### config.mk
export PLATFORM = sky130hd
export DESIGN_NAME = tdmsto_timing_offset
export DESIGN_NICKNAME = d
export VERILOG_FILES = /design/src/tdmsto_pkg.sv /design/src/tdmsto_timing_offset.sv
export SDC_FILE = /design/constraint.sdc
export NUM_CORES = 2
export LEC_CHECK = 0
export ABC_AREA = 1
export BUFFER_PORTS_ARGS = -buffer_cell sky130_fd_sc_hd__buf_2
export CAP_MARGIN = 5
export CORE_MARGIN = 2
export CORE_UTILIZATION = 40
export CTS_CLUSTER_DIAMETER = 80
export CTS_CLUSTER_SIZE = 40
export DETAILED_ROUTE_END_ITERATION = 10
export PLACE_DENSITY = 0.54
export SLEW_MARGIN = 10
export SYNTH_ARGS = -nofsm -noshare
export SYNTH_HDL_FRONTEND = slang
export SYNTH_SLANG_ARGS = --single-unit
### constraint.sdc
create_clock -name sys_clk -period 9.1 [get_ports sys_clk]
set_clock_uncertainty 0.2 [all_clocks]
set_input_delay 0.91 -clock sys_clk [delete_from_list [all_inputs] [get_ports sys_clk]]
set_output_delay 0.91 -clock sys_clk [all_outputs]
set_load 0.005 [all_outputs]
### src/tdmsto_pkg.sv
`default_nettype none
package tdmsto_pkg;
  localparam int LOCAL_STREAMS = 16;
  localparam int BP_STREAMS = 32;
  localparam int ALL_STREAMS = LOCAL_STREAMS + BP_STREAMS;
  localparam int LOCAL_FAST_STREAMS = 8;
  localparam int BP_FAST_STREAMS = 16;
  localparam int FRAME_EDGES = 1024;
  localparam int BITS_PER_CHANNEL = 8;
  localparam int CHAN_W = 9;
  localparam int BITD_W = 5;
  localparam int ADV_W = 2;
  localparam int EFF_W = 15;
  localparam real SYSTEM_CLOCK_MHZ = 131.072;
  localparam int ADV_STEP_SLOW = 2;
  localparam int ADV_STEP_FAST = 1;
  localparam logic [3:0] GRP_CTRL = 4'h0;
  localparam logic [3:0] GRP_LCHAN = 4'h1;
  localparam logic [3:0] GRP_LBIT = 4'h2;
  localparam logic [3:0] GRP_LADV = 4'h3;
  localparam logic [3:0] GRP_BCHAN = 4'h4;
  localparam logic [3:0] GRP_BBIT = 4'h5;
  localparam logic [3:0] GRP_BADV = 4'h6;
  localparam logic [3:0] GRP_LEFF = 4'h7;
  localparam logic [3:0] GRP_BEFF = 4'h8;
  localparam logic [5:0] IDX_CTRL = 6'h00;
  localparam logic [5:0] IDX_STATUS = 6'h01;
  localparam int EFF_ADV_POS = 16;
  localparam logic [2:0] DISC_MODE_LOW = 3'h0;
  localparam logic [2:0] DISC_MODE_FULL = 3'h7;
  localparam logic [CHAN_W-1:0] CHAN_RESET = 9'h000;
  localparam logic [BITD_W-1:0] BITD_RESET = 5'h00;
  localparam logic [ADV_W-1:0] ADV_RESET = 2'h0;

  typedef struct packed {
    logic mode32Backplane;
    logic mode32Local;
    logic samplingModeSel;
    logic [2:0] boundaryDiscriminatorMode;
    logic boundaryDiscriminatorEnable;
    logic outputClockEdgeSel;
    logic inputClockEdgeSel;
    logic framePulseWidthSel;
  } tdmsto_ctrl_t;
  localparam tdmsto_ctrl_t CTRL_RESET = '0;

  typedef struct packed {
    logic [1:0] outFrame;
    logic [1:0] inFrame;
    logic discActive;
    logic styleHigh;
  } tdmsto_status_t;

  typedef struct packed {
    logic [11:0] address;
    logic read;
    logic write;
    logic [31:0] writeData;
    logic [3:0] byteEnable;
  } tdmsto_avs_req_t;

  typedef enum logic [2:0] {K_NONE, K_CTRL, K_STATUS, K_CHAN, K_BIT, K_ADV, K_EFF} tdmsto_kind_t;
  typedef struct packed {
    tdmsto_kind_t kind;
    logic [5:0] slot;
  } tdmsto_sel_t;
endpackage
`default_nettype wire

### src/tdmsto_timing_offset.sv
// How it works
// - Bytes of frame N leave in frame N+2.
// - One master pulse yields 8M and 16M pulses.
// - Width bit doubles input and output pulses.
// - Polarity bits pick input and output edges.
// - Discriminator runs only when enabled; reset disables.
// - Mode 000 low jitter, 111 both, others reserved.
// - Mode field ignored while discriminator disabled.
// - Every input stream has its channel delay.
// - Channel delays reset to zero.
// - Channel plus bit delay gives quarter-bit placement.
// - Sampling bit low: five-bit quarter-step delay.
// - Sampling bit high: low two bits pick point.
// - Sampling bit high: upper three bits whole bits.
// - Every output stream has its advancement register.
// - Slow streams advance 0, 2, 4, 6 cycles.
// - 32 Mbps streams advance 0, 1, 2, 3 cycles.
// - Pulse style detected; outputs follow that style.
`default_nettype none
module tdmsto_timing_offset
  import tdmsto_pkg::*;
(
  input wire logic sys_clk,
  input wire logic reset,
  input wire tdmsto_avs_req_t avsReq,
  output logic [31:0] avsReadData,
  output logic avsWaitRequest,
  input wire logic masterClockIn,
  input wire logic masterFramePulseIn,
  output logic framePulseOut8m,
  output logic framePulseOut16m,
  output logic frameBoundary
);
  typedef enum logic {BUS_IDLE, BUS_DONE} tdmsto_bus_t;

  function automatic tdmsto_sel_t decode(input logic [3:0] grp, input logic [5:0] idx);
    tdmsto_sel_t s;
    logic isLocal;
    s = '{kind: K_NONE, slot: 6'h00};
    isLocal = (grp == GRP_LCHAN) || (grp == GRP_LBIT) || (grp == GRP_LADV) || (grp == GRP_LEFF);
    if (grp == GRP_CTRL) begin
      if (idx == IDX_CTRL) s.kind = K_CTRL;
      if (idx == IDX_STATUS) s.kind = K_STATUS;
    end else if (isLocal ? (idx < 6'(LOCAL_STREAMS)) : (idx < 6'(BP_STREAMS))) begin
      s.slot = isLocal ? idx : 6'(idx + 6'(LOCAL_STREAMS));
      unique case (grp)
        GRP_LCHAN, GRP_BCHAN: s.kind = K_CHAN;
        GRP_LBIT, GRP_BBIT: s.kind = K_BIT;
        GRP_LADV, GRP_BADV: s.kind = K_ADV;
        GRP_LEFF, GRP_BEFF: s.kind = K_EFF;
        default: s.kind = K_NONE;
      endcase
    end
    return s;
  endfunction

  function automatic logic [31:0] laneMerge(input logic [31:0] oldV, input logic [31:0] newV,
                                            input logic [3:0] be);
    logic [31:0] m;
    m = oldV;
    for (int i = 0; i < 4; i++) begin
      if (be[i]) m[8*i +: 8] = newV[8*i +: 8];
    end
    return m;
  endfunction

  // Input placement in quarter bits from the frame boundary.
  function automatic logic [EFF_W-1:0] inOffset(input logic [CHAN_W-1:0] chan,
                                                input logic [BITD_W-1:0] bits,
                                                input logic smpl);
    logic [EFF_W-1:0] base;
    logic [2:0] point;
    base = EFF_W'({chan, 5'h00});
    unique case (bits[1:0])
      2'h0: point = 3'h3;
      2'h1: point = 3'h4;
      2'h2: point = 3'h1;
      2'h3: point = 3'h2;
    endcase
    if (smpl) return EFF_W'(base + EFF_W'({bits[4:2], 2'h0}) + EFF_W'(point));
    return EFF_W'(base + EFF_W'(bits));
  endfunction

  function automatic logic [2:0] advCycles(input logic [ADV_W-1:0] code, input logic fast);
    return fast ? 3'(code * ADV_STEP_FAST) : 3'(code * ADV_STEP_SLOW);
  endfunction

  tdmsto_ctrl_t ctrl;
  tdmsto_status_t status;
  tdmsto_bus_t busState;
  tdmsto_sel_t sel;
  logic [CHAN_W-1:0] chanDelay [ALL_STREAMS];
  logic [BITD_W-1:0] bitDelay [ALL_STREAMS];
  logic [ADV_W-1:0] advCode [ALL_STREAMS];
  logic [31:0] readValue;
  logic fastSlot;
  logic clkMeta, clkSync, clkPrev, fpMeta, fpSync;
  logic activeEdge, pulseActive, pulseSeen, expected, nearExpected, frameTick;
  logic [7:0] periodCnt, period;
  logic [2:0] runLen;
  logic lastLevel, styleHigh;
  logic [1:0] pulseCnt;
  logic edgePulsePrev;
  logic [9:0] edgeCnt;
  logic [1:0] inFrame, outFrame;
  logic [9:0] outTimer, pwCycles;
  logic fp8Active, fp16Active;

  assign sel = decode(avsReq.address[11:8], avsReq.address[7:2]);
  assign fastSlot = (sel.slot < 6'(LOCAL_STREAMS))
      ? (ctrl.mode32Local && sel.slot < 6'(LOCAL_FAST_STREAMS))
      : (ctrl.mode32Backplane && sel.slot < 6'(LOCAL_STREAMS + BP_FAST_STREAMS));
  assign status = '{outFrame: outFrame, inFrame: inFrame,
                    discActive: ctrl.boundaryDiscriminatorEnable, styleHigh: styleHigh};

  always_comb begin
    readValue = 32'h0000_0000;
    unique case (sel.kind)
      K_CTRL: readValue = 32'(ctrl);
      K_STATUS: readValue = 32'(status);
      K_CHAN: readValue = 32'(chanDelay[sel.slot]);
      K_BIT: readValue = 32'(bitDelay[sel.slot]);
      K_ADV: readValue = 32'(advCode[sel.slot]);
      K_EFF: begin
        readValue[EFF_W-1:0] = inOffset(chanDelay[sel.slot], bitDelay[sel.slot],
                                        ctrl.samplingModeSel);
        readValue[EFF_ADV_POS +: 3] = advCycles(advCode[sel.slot], fastSlot);
      end
      default: readValue = 32'h0000_0000;
    endcase
  end

  // Every access gets exactly one wait cycle, so reads see settled array data.
  always_ff @(posedge sys_clk) begin
    if (reset) begin
      busState <= BUS_IDLE;
      avsWaitRequest <= 1'b1;
      avsReadData <= 32'h0000_0000;
    end else begin
      unique case (busState)
        BUS_IDLE: begin
          if (avsReq.read || avsReq.write) begin
            busState <= BUS_DONE;
            avsWaitRequest <= 1'b0;
            avsReadData <= avsReq.read ? readValue : 32'h0000_0000;
          end
        end
        BUS_DONE: begin
          busState <= BUS_IDLE;
          avsWaitRequest <= 1'b1;
        end
      endcase
    end
  end

  always_ff @(posedge sys_clk) begin
    if (reset) begin
      ctrl <= CTRL_RESET;
      for (int i = 0; i < ALL_STREAMS; i++) begin
        chanDelay[i] <= CHAN_RESET;
        bitDelay[i] <= BITD_RESET;
        advCode[i] <= ADV_RESET;
      end
    end else if (busState == BUS_DONE && avsReq.write) begin
      unique case (sel.kind)
        K_CTRL: ctrl <= tdmsto_ctrl_t'(10'(laneMerge(32'(ctrl), avsReq.writeData,
                                                     avsReq.byteEnable)));
        K_CHAN: chanDelay[sel.slot] <= CHAN_W'(laneMerge(32'(chanDelay[sel.slot]),
                                               avsReq.writeData, avsReq.byteEnable));
        K_BIT: bitDelay[sel.slot] <= BITD_W'(laneMerge(32'(bitDelay[sel.slot]),
                                             avsReq.writeData, avsReq.byteEnable));
        K_ADV: advCode[sel.slot] <= ADV_W'(laneMerge(32'(advCode[sel.slot]),
                                           avsReq.writeData, avsReq.byteEnable));
        default: ;
      endcase
    end
  end

  always_ff @(posedge sys_clk) begin
    if (reset) begin
      clkMeta <= 1'b0;
      clkSync <= 1'b0;
      clkPrev <= 1'b0;
      fpMeta <= 1'b1;
      fpSync <= 1'b1;
    end else begin
      clkMeta <= masterClockIn;
      clkSync <= clkMeta;
      clkPrev <= clkSync;
      fpMeta <= masterFramePulseIn;
      fpSync <= fpMeta;
    end
  end

  assign activeEdge = ctrl.inputClockEdgeSel ? (clkSync && !clkPrev) : (!clkSync && clkPrev);

  always_ff @(posedge sys_clk) begin
    if (reset) begin
      periodCnt <= 8'h00;
      period <= 8'h02;
    end else if (activeEdge) begin
      periodCnt <= 8'h00;
      period <= (periodCnt == 8'hFF) ? 8'hFF : 8'(periodCnt + 8'h01);
    end else if (periodCnt != 8'hFF) begin
      periodCnt <= 8'(periodCnt + 8'h01);
    end
  end

  // The pulse is the level that lasts at most two samples; idle lasts a frame.
  always_ff @(posedge sys_clk) begin
    if (reset) begin
      runLen <= 3'h0;
      lastLevel <= 1'b1;
      styleHigh <= 1'b0;
    end else if (activeEdge) begin
      if (fpSync == lastLevel) begin
        if (runLen != 3'h7) runLen <= 3'(runLen + 3'h1);
      end else begin
        if (runLen != 3'h0 && runLen <= 3'h2) styleHigh <= lastLevel;
        runLen <= 3'h1;
        lastLevel <= fpSync;
      end
    end
  end

  assign pulseActive = (fpSync == styleHigh);
  always_ff @(posedge sys_clk) begin
    if (reset) pulseCnt <= 2'h0;
    else if (activeEdge) pulseCnt <= pulseActive ? ((pulseCnt == 2'h3) ? 2'h3 : 2'(pulseCnt + 2'h1)) : 2'h0;
  end
  // Keeps the pulse level seen at the previous active edge, so a double pulse can be checked.
  always_ff @(posedge sys_clk) begin
    if (reset) edgePulsePrev <= 1'b0;
    else if (activeEdge) edgePulsePrev <= pulseActive;
  end
  assign pulseSeen = activeEdge && pulseActive &&
                     (pulseCnt == (ctrl.framePulseWidthSel ? 2'h1 : 2'h0));

  assign expected = (edgeCnt == 10'(FRAME_EDGES - 1));
  assign nearExpected = (edgeCnt >= 10'(FRAME_EDGES - 2)) || (edgeCnt == 10'h000);

  // Mode 111 flywheels through small boundary wander; 000 and reserved codes retrack at once.
  always_comb begin
    if (!activeEdge) frameTick = 1'b0;
    else if (!ctrl.boundaryDiscriminatorEnable) frameTick = pulseSeen;
    else if (ctrl.boundaryDiscriminatorMode == DISC_MODE_FULL)
      frameTick = expected || (pulseSeen && !nearExpected);
    else frameTick = pulseSeen || expected;
  end

  always_ff @(posedge sys_clk) begin
    if (reset) edgeCnt <= 10'h000;
    else if (activeEdge) edgeCnt <= frameTick ? 10'h000 : 10'(edgeCnt + 10'h001);
  end

  always_ff @(posedge sys_clk) begin
    if (reset) begin
      inFrame <= 2'h0;
      outFrame <= 2'h2;
      frameBoundary <= 1'b0;
    end else begin
      frameBoundary <= frameTick;
      if (frameTick) begin
        inFrame <= 2'(inFrame + 2'h1);
        outFrame <= 2'(inFrame - 2'h1);
      end
    end
  end

  assign pwCycles = ctrl.framePulseWidthSel ? {1'b0, period, 1'b0} : {2'b00, period};
  assign fp8Active = (outTimer != 10'h000) && (outTimer <= pwCycles);
  assign fp16Active = fp8Active && (outTimer > (pwCycles >> 1));

  always_ff @(posedge sys_clk) begin
    if (reset) outTimer <= 10'h000;
    else if (frameTick)
      outTimer <= 10'(pwCycles + (ctrl.outputClockEdgeSel ? 10'(period >> 1) : 10'h000));
    else if (outTimer != 10'h000) outTimer <= 10'(outTimer - 10'h001);
  end

  always_ff @(posedge sys_clk) begin
    if (reset) begin
      framePulseOut8m <= 1'b1;
      framePulseOut16m <= 1'b1;
    end else begin
      framePulseOut8m <= fp8Active ? styleHigh : !styleHigh;
      framePulseOut16m <= fp16Active ? styleHigh : !styleHigh;
    end
  end
endmodule
`default_nettype wire

==> results_dict.tcl <==
set metrics [dict create \
    port_buffers 49 \
    criticalPathCategory "in -> reg" \
    die_y_um 365 \
    avgViaCountPerCell 5.25 \
    drt-total-wl_um 161000 \
    synthTopCellsByArea "edfxtp_1 59%, nand2_1 14%, nor2_1 7.4%, dfxtp_1 3.2%, inv_1 2.7%" \
    hold_buffers 0 \
    grt_usage 0.240 \
    vias 38893 \
    drive_gt1_frac 0.0652 \
    place_inst 7299 \
    cp_max_fo 48 \
    ys_seq_elements 1108 \
    tightest_slew_ns 1.20 \
    stdcell_area_um2 56400 \
    drt_pre_antenna_iters 6 \
    cts_buffer_depth 3 \
    finalCritPeriodShare 0.685 \
    outcome "finished clean" \
    cts_buffers 60 \
    synth_top_cells_by_count "1,953 x nand2_1, 1,031 x nor2_1, 1,024 x edfxtp_1" \
    peakVddDrop_uv 131 \
    timing.max_cap.violations 0 \
    die_w_um 365 \
    synth_edf_count 1024 \
    post-cts-setup-buffer-count 0 \
    grt_pass1_vias 36569 \
    final-setup-viol-count 0 \
    dp_hpwl_um 104000 \
    crit_path_end_kind "flip-flop" \
    rrSetupSlack_ns 5.11 \
    cts.sinks 1108 \
    critPathLaunch "avsReq[46]" \
    core_um2 129000 \
    post_cts_resize_count 0 \
    slew_viol_final 0 \
    cp.required_ns 9.35 \
    start_util 0.403 \
    dominantRegCellSynth "edfxtp_1" \
    drtAntennaViolNets 0 \
    ys_warn_count 0 \
    clk_pin_slew_worst_paths_ns 0.12 \
    fin_crit_ns 6.24 \
    yosysMostFrequentCell "nand2_1" \
    ios 90 \
    max_slew_margin 0.198 \
    total_power_mw 10.9 \
    p_leak_nw 22.6 \
    drt_iter0_drc 4112 \
    max_clock_freq_ghz 0.160 \
    insertion_delay_ns 0.75 \
    worstSetupStartpointType "primary input" \
    cts-root-buf "clkbuf_16" \
    place.gp.congestion 0.888 \
    grt_max_degree 180 \
    syn_avg_cell_area_um2 9.12 \
    areaGrowthSynthToFinish_pct 8.07 \
    synth_top_area_share 0.589 \
    cts-htree-levels 2 \
    timing.critical_path.arrival_ns 6.49 \
    antenna_cells 0 \
    placed_area_um2 53900 \
    rsz0062_at_grt "false" \
    postSynthCellCount 5723 \
    setup_slack_ns 2.86 \
    place_ws_ns 2.24 \
    final_cells 7413 \
    antenna_found_initial 1 \
    yosys.area.top_type "edfxtp_1" \
    dieArea_um2 133000 \
    fin_tns_setup_ns 0 \
    overflow 0 \
    grt_pass1_wl_um 238000 \
    hold_class "in -> reg" \
    regToRegStartpoint "bitDelay[55][3]" \
    power_density_nw_per_um2 193 \
    layout.nets 5717 \
    fp-row-count 132 \
    drc 0 \
    cts_tree "done" \
    post_drt_wl_per_cell_um 21.8 \
    yosysUniqueCellTypes 53 \
    yosysSeqAreaShare 0.622 \
    netlist_area_um2 52200 \
    hold_viol_final 0 \
    async_reset_ff_frac 0 \
    min-delay-start "masterFramePulseIn" \
]
flip-flops by register name, summed over array words and instances (netlist names), 2 cells and up:
register and count:
bitDelay 320, runLen 3, pulseCnt 2, periodCnt 8
avsReadData 18, advCode 128, edgeCnt 10, outTimer 10
inFrame 2, chanDelay 576, ctrl 10, period 8
where the power goes:
part | switching, mW | internal [mW]
logic | 1.18 | 0.353
registers | 0.0545 | 5.71
clock network | 2.09 | 1.48
total | 3.32 | 7.54
layer usage:
layer / vias to the layer above / track usage / routed length (µm)
met5: - / 0 / 13
met4: 2 / 0.0842 / 6020
met3: 261 / 0.0324 / 11600
met2: 1421 / 0.393 / 75100
met1: 18789 / 0.328 / 68800
li1: 18420 / - / -
placed cells by master (no fill, tap or decap), drive strengths merged, types with 3 or more instances in the layout:
master,synthesis,routed
nand2,1962,1962
nor2,1050,1050
edfxtp,1024,1024
inv,395,417
o21ai,308,308
nand3,145,145
buf,216,145
a21oi,112,112
dfxtp,84,84
o22ai,74,74
clkbuf,108,62
nand4,52,52
ha,43,43
or2,33,33
clkinv,4,32
nand3b,23,23
nor3,23,23
xnor2,14,14
conb,1,14
xor2,13,13
a22oi,5,5
a211oi,5,5
o211ai,5,5
nor4,4,4
a31oi,3,3
o2111ai,3,3
logic make-up (layout without fill, tap and decap cells):
family,count (synthesis),after routing,share of synthesized area
compound gates,524,524,0.0540
xor+xnor,27,27,0.00468
fa+ha+maj,44,44,0.0107
buf+inv,723,658,0.0590
flops,1108,1108,0.622
other cells,1,14,0.0000719
simple gates,3296,3296,0.250
stage by stage:
| stage | utilization | hold slack [ns] |
|---|---|---|
| floorplan | - | 0.188 |
| finish | 0.435 | 0.148 |
| detailed placement | 0.417 | 0.199 |
| global placement | 0.417 | 0.200 |
| CTS | 0.435 | 0.103 |
| global route | 0.435 | 0.133 |
area by class of cell:
class                           count  area (µm²)
Tap cell                         1742        2180
Timing Repair Buffer              145         978
Multi-Input combinational cell   3905       16800
Fill cell                       12703       73100
Clock inverter                     52         923
Sequential cell                  1108       32400
Clock buffer                       62        1530
Inverter                          399        1510
worst max-delay path: stages:
cell and delay, ns:
buf_2 0.15, inv_1 0.09, ha_1 0.20, inv_1 0.05, nand2_1 0.05, nand2_2 0.14
nand2_4 0.10, nand2_4 0.13, nand3_4 0.19, inv_4 0.63, buf_4 0.42, nor2_2 0.12
buf_4 0.31, nand2_1 0.13, nand4_1 0.10, o21ai_0 0.59, nand2_1 0.09, nand3b_1 0.41
nand2_1 0.15, nand2_1 0.38, inv_2 0.96, nor2_1 0.10
final timing paths:
| check | endpoint | cells after the start |
|---|---|---|
| worst max-delay path | advCode[17][1] | 22 |
| worst max register to register | bitDelay[12][3] | 14 |
| worst min register to register | clkSync | 2 |
| worst min-delay path | fpMeta | 2 |
No activity file was read; power rests on OpenSTA's default activity.
